File: src/pcpr_regs.svh
// Register offsets, field positions and reset values of the control bank
`ifndef PCPR_REGS_SVH
`define PCPR_REGS_SVH
`define PCPR_OFF_PAGE       8'h00
`define PCPR_OFF_SRESET     8'h01
`define PCPR_OFF_POWER1     8'h04
`define PCPR_OFF_CAUSE1     8'h68
`define PCPR_OFF_CAUSE2     8'h6c
`define PCPR_OFF_BOOK       8'h7f
`define PCPR_RST_PAGE       8'h00
`define PCPR_RST_BOOK       8'h00
`define PCPR_RST_POWER1     8'h00
`define PCPR_RST_CAUSE      8'h00
`define PCPR_BIT_DSP        7
`define PCPR_BIT_PLL        6
`define PCPR_BIT_NDIV       5
`define PCPR_BIT_PDAC       4
`define PCPR_BIT_SADC       3
`define PCPR_BIT_FAULT      0
`define PCPR_BIT_SRESET     0
`define PCPR_BIT_BROWNOUT   0
`define PCPR_BIT_CLKHALT    1
`define PCPR_BOOK_ZERO      8'h00
`define PCPR_PAGE_ZERO      8'h00
`endif

File: src/pcpr_pkg.sv
// Types shared by the paged control and power register bank
package pcpr_pkg;
  // Register access request from the serial control port front end
  typedef struct packed {
    logic       wr;
    logic       rd;
    logic [7:0] addr;
    logic [7:0] wdata;
  } pcpr_req_t;

  // Block power enables driven to the analog and clock blocks
  typedef struct packed {
    logic dsp_power_on;
    logic freq_synth_power_on;
    logic feedback_divider_power_on;
    logic playback_converter_clock_power_on;
    logic sense_converter_clock_power_on;
  } pcpr_pwr_t;

  // Whole state of the register bank
  typedef struct packed {
    logic [7:0] page_select;
    logic [7:0] book_select;
    logic [7:0] power_control_one;
    logic [7:0] fault_cause_one;
    logic [7:0] fault_cause_two;
    logic       soft_reset_pulse;
    logic [7:0] rdata;
    logic       rvalid;
  } pcpr_state_t;
endpackage : pcpr_pkg

File: src/pcpr_bank.sv
// Page zero control, software reset and power-up registers of a paged register space
`timescale 1ns/100ps
`default_nettype none
`include "pcpr_regs.svh"
module pcpr_bank
  import pcpr_pkg::*;
(
  input  wire logic       sys_clk,
  input  wire logic       reset,
  input  wire pcpr_req_t  req,
  input  wire logic       brownout_det,
  input  wire logic       clock_halt_det,
  output logic [7:0]      rdata,
  output logic            rvalid,
  output logic [7:0]      page_sel,
  output logic [7:0]      book_sel,
  output logic            ext_access,
  output logic            soft_reset_out,
  output pcpr_pwr_t       pwr,
  output logic            power_fault_flag
);

  // ****************************************************************
  // Behaviour notes
  // ****************************************************************

  // Access model: the serial front end hands over one byte access per strobe.
  // A read answers with rvalid and rdata exactly one cycle later. rdata is zero
  // whenever rvalid is low, so downstream logic may OR several banks together.
  // A write becomes visible on the outputs right after its taking edge.
  //
  // Paging: only book 0 page 0 belongs to this bank. On any other page the bank
  // still answers offset 0 so the host can get back to page 0, though a nonzero book clears only on reset, and ext_access tells
  // the other banks that the access is theirs. Reads elsewhere return zero and
  // writes are dropped, which keeps two banks from answering one offset.
  //
  // Fault handling: a brownout or clock halt in any cycle but a reset pulse cycle sets the fault flag,
  // records its cause and drops every enable in the same update. The set wins
  // over a host write that clears the flag in that cycle, because losing a fault
  // would leave the analog blocks powered on a failing supply.
  //
  // Enable gating: whenever the flag is one after an update, the enables are held
  // low, whatever the host wrote. The host clears the flag with one write and
  // powers up with the next. A single write that clears the flag and sets enables
  // is honoured too, since the flag is then zero. A host that writes one to the
  // flag bit itself gets the same gating, so the flag never sits beside live
  // enables.
  //
  // Reserved bits 2 and 1 of the power control byte are plain storage: they read
  // back what was written and reset to zero, and nothing else uses them.
  //
  // Cause registers: brownout is bit 0 at 0x68 and clock halt bit 1 at 0x6C. Both
  // clear by writing one to the bit, and a new event in the same cycle wins.
  //
  // Software reset: the trigger bit is never stored. It becomes a one-cycle pulse
  // on soft_reset_out and the restore happens on the following edge. That edge
  // overrides every fault event and every write but a new trigger seen in that cycle, so the bank always
  // leaves a software reset in its reset state. Read answers are not restored.
  //
  // Limitation: fault inputs are taken as synchronous levels; a source in another
  // clock domain must be synchronised before it reaches this bank.

  // ****************************************************************
  // Address decode
  // ****************************************************************

  pcpr_state_t st_r;
  pcpr_state_t st_nxt;
  logic        local_page;

  // True when an offset hits a register of this bank on book 0 page 0
  function automatic logic hit(input logic [7:0] a, input logic [7:0] off, input logic lp);
    hit = lp && (a == off);
  endfunction : hit

  // Power control byte with every enable forced low and the other bits kept;
  // shared by the fault power-down and the flag gating so both drop the same set
  function automatic logic [7:0] drop_enables(input logic [7:0] v);
    drop_enables                      = v;
    drop_enables[`PCPR_BIT_DSP]  = 1'b0;
    drop_enables[`PCPR_BIT_PLL]  = 1'b0;
    drop_enables[`PCPR_BIT_NDIV] = 1'b0;
    drop_enables[`PCPR_BIT_PDAC] = 1'b0;
    drop_enables[`PCPR_BIT_SADC] = 1'b0;
  endfunction : drop_enables

  // page steers decode
  // Page 0 of book 0 is local; the page register itself stays reachable on every page,
  // because each page carries its own selector at offset 0.
  assign local_page = (st_r.page_select == `PCPR_PAGE_ZERO) &&
                      (st_r.book_select == `PCPR_BOOK_ZERO);

  // ****************************************************************
  // Next-state logic
  // ****************************************************************

  // One combinational pass builds the next copy of the whole bank state
  always_comb begin
    logic [7:0] p1;
    logic       fault_now;
    p1        = st_r.power_control_one;
    fault_now = brownout_det || clock_halt_det;
    st_nxt = st_r;
    st_nxt.soft_reset_pulse = 1'b0;
    st_nxt.rvalid = req.rd;
    st_nxt.rdata  = 8'h00;
    // Read answer, registered so it lines up with rvalid one cycle later
    if (req.rd) begin
      if (req.addr == `PCPR_OFF_PAGE) begin
        st_nxt.rdata = st_r.page_select;
      end else if (hit(req.addr, `PCPR_OFF_POWER1, local_page)) begin
        st_nxt.rdata = st_r.power_control_one;
      end else if (hit(req.addr, `PCPR_OFF_CAUSE1, local_page)) begin
        st_nxt.rdata = st_r.fault_cause_one;
      end else if (hit(req.addr, `PCPR_OFF_CAUSE2, local_page)) begin
        st_nxt.rdata = st_r.fault_cause_two;
      end else if (hit(req.addr, `PCPR_OFF_BOOK, local_page)) begin
        st_nxt.rdata = st_r.book_select;
      end else begin
        st_nxt.rdata = 8'h00; // Soft reset and unmapped offsets read zero
      end
    end
    // Host writes; events and the software reset below may still override them
    if (req.wr) begin
      if (req.addr == `PCPR_OFF_PAGE) begin
        st_nxt.page_select = req.wdata;
      end
      if (hit(req.addr, `PCPR_OFF_BOOK, local_page)) begin
        st_nxt.book_select = req.wdata;
      end
      if (hit(req.addr, `PCPR_OFF_SRESET, local_page) && req.wdata[`PCPR_BIT_SRESET]) begin
        st_nxt.soft_reset_pulse = 1'b1;
      end
      if (hit(req.addr, `PCPR_OFF_POWER1, local_page)) begin
        p1 = req.wdata;
      end
      // cause registers clear on write of ones
      if (hit(req.addr, `PCPR_OFF_CAUSE1, local_page)) begin
        st_nxt.fault_cause_one = st_r.fault_cause_one & ~req.wdata;
      end
      if (hit(req.addr, `PCPR_OFF_CAUSE2, local_page)) begin
        st_nxt.fault_cause_two = st_r.fault_cause_two & ~req.wdata;
      end
    end
    // fault sets the flag, winning over a host clear
    if (fault_now) begin
      p1[`PCPR_BIT_FAULT] = 1'b1;
      p1 = drop_enables(p1);
    end
    // enables stay low while the flag is set
    if (p1[`PCPR_BIT_FAULT]) begin
      p1 = drop_enables(p1);
    end
    st_nxt.power_control_one = p1;
    // cause capture, set wins over clear
    if (brownout_det) begin
      st_nxt.fault_cause_one[`PCPR_BIT_BROWNOUT] = 1'b1;
    end
    if (clock_halt_det) begin
      st_nxt.fault_cause_two[`PCPR_BIT_CLKHALT] = 1'b1;
    end
    if (st_r.soft_reset_pulse) begin
      st_nxt.page_select       = `PCPR_RST_PAGE;
      st_nxt.book_select       = `PCPR_RST_BOOK;
      st_nxt.power_control_one = `PCPR_RST_POWER1;
      st_nxt.fault_cause_one   = `PCPR_RST_CAUSE;
      st_nxt.fault_cause_two   = `PCPR_RST_CAUSE;
    end
  end

  // ****************************************************************
  // State register
  // ****************************************************************

  always_ff @(posedge sys_clk or posedge reset) begin
    if (reset) begin
      st_r.page_select       <= `PCPR_RST_PAGE;
      st_r.book_select       <= `PCPR_RST_BOOK;
      st_r.power_control_one <= `PCPR_RST_POWER1;
      st_r.fault_cause_one   <= `PCPR_RST_CAUSE;
      st_r.fault_cause_two   <= `PCPR_RST_CAUSE;
      st_r.soft_reset_pulse  <= 1'b0;
      st_r.rdata             <= 8'h00;
      st_r.rvalid            <= 1'b0;
    end else begin
      st_r <= st_nxt;
    end
  end

  // Outputs come straight from the state register except ext_access, decoded from page and book
  assign rdata            = st_r.rdata;
  assign rvalid           = st_r.rvalid;
  assign page_sel         = st_r.page_select;
  assign book_sel         = st_r.book_select;
  assign ext_access       = ~local_page;
  assign soft_reset_out   = st_r.soft_reset_pulse;
  assign power_fault_flag = st_r.power_control_one[`PCPR_BIT_FAULT];
  // One driver for the whole carrier, fields in the order the type declares them
  assign pwr = {st_r.power_control_one[`PCPR_BIT_DSP],
                st_r.power_control_one[`PCPR_BIT_PLL],
                st_r.power_control_one[`PCPR_BIT_NDIV],
                st_r.power_control_one[`PCPR_BIT_PDAC],
                st_r.power_control_one[`PCPR_BIT_SADC]};

endmodule : pcpr_bank
`default_nettype wire

File: config.mk
export PLATFORM = sky130hd
export DESIGN_NAME = pcpr_bank
export DESIGN_NICKNAME = d
export VERILOG_FILES = /design/src/pcpr_pkg.sv /design/src/pcpr_bank.sv
export VERILOG_INCLUDE_DIRS = /design/src
export SDC_FILE = /design/constraint.sdc
export NUM_CORES = 1
export LEC_CHECK = 0
export BUFFER_PORTS_ARGS = -buffer_cell sky130_fd_sc_hd__buf_2
export CAP_MARGIN = 20
export CORE_ASPECT_RATIO = 1.1
export CORE_UTILIZATION = 59
export CTS_CLUSTER_SIZE = 16
export DETAILED_ROUTE_END_ITERATION = 10
export PLACE_DENSITY = 0.89
export SETUP_SLACK_MARGIN = 0.3
export SYNTH_ARGS = -nofsm -noshare
export SYNTH_HDL_FRONTEND = slang
export SYNTH_SLANG_ARGS = --single-unit
export TNS_END_PERCENT = 10
File: constraint.sdc
create_clock -name sys_clk -period 4 [get_ports sys_clk]
set_input_delay 0.6 -clock sys_clk [delete_from_list [all_inputs] [get_ports sys_clk]]
set_output_delay 0.6 -clock sys_clk [all_outputs]
set_load 0.1 [all_outputs]
Word level (Yosys, flattened, before mapping)
Cells that the tools add are included.
{"block": "totals", "wordCells": 69, "output_inout_bits": 33, "in_bits": 22, "reg_bits": 50}
{"block": "op_classes", "bitwise_logic": 4, "eq_ne": 5, "n_reduce_logical": 29, "muxes": 20}
{"cell": "$mux 8", "count": 14}
{"cell": "$mux 40", "count": 1}
{"cell": "$eq 8x7->1 const B", "count": 3}
{"cell": "$logic_not 8->1", "count": 3}
{"cell": "$mux 17", "count": 1}
{"cell": "$and 8x8->8", "count": 2}
{"cell": "$mux 16", "count": 1}
{"cell": "$reduce_and 2->1", "count": 7}
{"cell": "$reduce_bool 3->1", "count": 4}
{"cell": "$reduce_bool 2->1", "count": 5}
{"cell": "$eq 8x1->1 const B", "count": 1}
{"cell": "$eq 8x3->1 const B", "count": 1}
{"cell": "$not 8->8", "count": 1}
{"cell": "$reduce_bool 4->1", "count": 2}
{"cell": "$logic_and 1x1->1", "count": 7}
{"cell": "$mux 1", "count": 3}
{"cell": "$logic_or 1x1->1", "count": 1}
{"cell": "$not 1->1", "count": 1}

Depth between registers and ports, before layout
{"block": "depth", "ltp_word": 9, "depth_mapped": 6}

Least setup slack after synthesis
OpenSTA, ideal clock, no wires.
{"block": "synth_path", "path_kind": "reg2out", "from": "register st_r, in the netlist page_sel[6]", "to": "output ext_access", "slack_ns": 2.096, "t_arrival_ns": 1.304, "stages_incl_launch_ff": 4, "path_buffers": 0, "cell_sequence": "dfrtp_1 nor4_1 and4_4 inv_1"}
{"block": "synth_via", "elab_chain_len": 3}
{"element": "start, declared", "line": "pcpr_bank.sv:67", "rtl": "pcpr_state_t st_r;"}
{"element": "start signal, assigned", "line": "pcpr_bank.sv:186", "rtl": "st_r <= st_nxt;"}
{"element": "$logic_not 8->1 (no line)"}
{"element": "$logic_and 1x1->1", "line": "pcpr_bank.sv:90", "rtl": "assign local_page = (st_r.page_select == `PCPR_PAGE_ZERO) &&"}
{"element": "$not 1->1", "line": "pcpr_bank.sv:195", "rtl": "assign ext_access = ~local_page;"}
{"element": "end, declared", "line": "pcpr_bank.sv:17", "rtl": "output logic ext_access,"}
Every way passes these cells.

Worst setup path after layout
{"block": "layout_path", "from": "register st_r, in the netlist page_sel[3]", "to": "output ext_access"}
Same word-level chain as after synthesis.

==> results by group <==
Clock tree
  – CTS tree: built
  – CTS root buf: clkbuf_8
  – Worst-path clk slew: 0.08 ns
  – Post-CTS setup buffers: 0
  – CTS Buf Count: 5
  – Hold bufs inserted after CTS: 0
  – Worst skew pair latency: 0.30 ns
  – Clk sinks: 50
  – Clock Tree Buf Depth: 2
  – Post-CTS sizing: 0
  – H-tree depth: 2

Layout
  – Total Nets Final: 317
  – Sequential cell area: 0.00125 mm^2
  – Area growth, synth to finish: 4.33%
  – Fin cells: 349
  – Layout cells sized above 1: 22.7%
  – Diode count: 0
  – Final core occ: 64.2%
  – # fillers: 339
  – Fin area: 0.00277 mm^2
  – Area of the multi-input gates: 0.00104 mm^2

Global routing
  – Vias in the first global route: 1989
  – First-pass GRT wire length: 9690 um
  – Overflow after GRT: 0
  – Initial antenna violation count: 0
  – Tot GR Track Use: 27.0%
  – Largest net degree at the start of global routing: 51

Floorplan
  – Die height: 72.4 um
  – Core ar.: 0.00432 mm^2
  – Initial core utilization: 61.5%
  – # IOs: 55
  – Die W: 66.0 um
  – Total die area: 0.00477 mm^2
  – Row Count: 25

Pwr
  – Pwr Density: 385 mW/mm^2
  – Design Power: 1.07 mW
  – Max IR drop VDD: 0.166 mV
  – Pleak: 1.29 nW

STA
  – Least-Margin Pin Slew: 0.848 ns
  – Final setup vio count: 0
  – Tcrit/Tclk final: 69.0%
  – Setup TNS: 0 ns
  – Slew Limit Headroom: 43.0%
  – Fin. Hold Viols: 0
  – Clk_skew: 0.00413 ns
  – Fin worst setup slack: 1.24 ns
  – Min Tclk post-route: 2.76 ns
  – Setup repair after global routing missed its margin: no
  – Slew Limit Fails: 0
  – F_max: 363 MHz
  – Worst hold margin: 0.160 ns

Critical path
  – Critical R2R Capture: pwr[0]$_DFFE_PP0P_
  – Slowest stage cell, crit path: and4_4
  – Crit. End Element: output port
  – WS Path Type: flip-flop to output port
  – Worst Path Required: 3.40 ns
  – Worst R2R Setup Slack: 1.90 ns
  – Longest individual stage delay on the worst path: 0.53 ns
  – CP delay by family, top: simple AND/OR/NAND/NOR gates
  – CP startpoint kind: flip-flop
  – CP Data Arrival Time: 2.16 ns
  – Crit path max fanout: 32
  – Crit path buf inv count: 2
  – Worst Reg-to-Reg Cells: 4
  – Critical path, cell by cell: nor4_1 -> and4_4 -> inv_1 -> buf_2
  – RR Startpoint: page_sel[3]$_DFFE_PP0P_

Synthesis
  – Most area-consuming cells after synthesis: dfrtp_1 (47%), buf_4 (9.6%), a21oi_1 (5.8%), nand2_1 (3.7%), nand2b_1 (3.3%)
  – Synth Warn #: 0
  – Sequential fraction of the synthesis area: 47.1%
  – Post-synth top area share: 47.1%
  – Synthesis-stage register bit count: 50
  – Syn nets: 301
  – Synth cell types: 30
  – Top_reg_cell synth: dfrtp_1
  – Synth Area per Inst: 9.52 um^2
  – Post-Syn Area: 0.00266 mm^2
  – Cell taking the most area after synthesis: dfrtp_1
  – Fraction of registers with async set/reset: 100%
  – Post-synthesis cell count: 279
  – Post-synth EDFFs: 0

Routing
  – Drt total wl: 6030 um
  – ANT nets after route: 0
  – Residual DRC: 0
  – Initial drt markers: 334
  – Via count: 2147
  – DR vias/cell: 6.15
  – Router iterations before antenna repair: 7
  – Routed len/inst: 17.3 um

Place
  – Final Wtd Congestion: 0.901
  – IO buf count: 54
  – Pre-CTS WS: 1.32 ns
  – DP Cell Count: 340
  – Post-detail-place hpwl: 4230 um
  – Post-place instance area: 0.00265 mm^2

Run status
  – Status: completed

Min path
  – Min-Delay Path Class: primary input to async pin

Job
  – Max-Cap Viols: 0
layer usage:
metal | vias to the layer above | global-route usage (%) | share of wire [%]
met5 | - | 0 | 0
met4 | 0 | 10.9 | 3.6
met3 | 31 | 5.82 | 7.0
met2 | 109 | 43.1 | 51
met1 | 1013 | 35.7 | 39
li1 | 994 | - | -
Yosys cell counts (8+ instances only):
library cell and n:
o211ai_1 8, nor2b_1 9, nor2_1 14, a41oi_1 9
o21ai_0 11, nand2_1 26, nand3_1 16, buf_4 34
nand2b_1 14, dfrtp_1 50, a31oi_1 8, a21oi_1 31
worst reg2reg max path, cell delays in order (launching register included):
cell	delay (ns)
dfrtp_1	0.42
nor4_1	0.44
and4_4	0.53
and3_1	0.40
mux2i_1	0.23
worst max-delay path by stage:
stage | cells past startpoint | slack [ns] | start | endpoint
floorplan | 3 | 2.10 | page_sel[6]$_DFFE_PP0P_ | ext_access
global route | 4 | 1.15 | page_sel[3]$_DFFE_PP0P_ | ext_access
CTS | 4 | 1.30 | page_sel[3]$_DFFE_PP0P_ | ext_access
finish | 4 | 1.24 | page_sel[3]$_DFFE_PP0P_ | ext_access
global placement | 5 | 1.38 | req[11] | pwr[3]$_DFFE_PP0P_
detailed placement | 5 | 1.32 | req[11] | pwr[0]$_DFFE_PP0P_
placed cells by master, fill, tap and decap left out, types with 3 or more instances in the layout:
cell      synthesis  routed
a21oi_1          31      31
a31oi_1           8       8
a41oi_1           9       9
and3_1            3       3
buf_2             5      54
clkbuf_8          0       5
dfrtp_1          50      50
inv_1             4       3
mux2i_1           6       6
nand2_1          26      26
nand2b_1         14      14
nand3_1          16      16
nand4_1           5       5
nor2_1           14      14
nor2b_1           9       9
nor4_1            6       6
o211ai_1          8       8
o21ai_0          11      11
report_power, final:
part	total (mW)	internal [mW]	leakage [nW]	switching [mW]
sequential	0.542	0.527	0.611	0.0150
clock	0.275	0.121	0.0383	0.154
combinational	0.250	0.0500	0.639	0.200
cell families after synthesis:
group / Yosys count / share of synthesized area (%)
AND/OR/NAND/NOR: 102 / 21.1
flip-flops: 50 / 47.1
multiplexers: 6 / 2.26
AO/OA/AOI/OAI: 69 / 15.7
buffers and inverters: 52 / 13.9
final cells by class:
cell class              count  area share [%]
repair buffers             57            11.7
well taps                  54            2.44
clock buffers               7            2.75
multi-input cells         177            37.4
flip-flops and latches     50            45.1
inverters                   4           0.542
state kept, by name, summed over array words and instances (netlist names):
| register | flops |
|---|---|
| st_r | 18 |
| book_sel | 8 |
| rvalid | 1 |
| page_sel | 8 |
| power_fault_flag | 1 |
| soft_reset_out | 1 |
| rdata | 8 |
| pwr | 5 |
No activity file was read; power rests on OpenSTA's default activity.
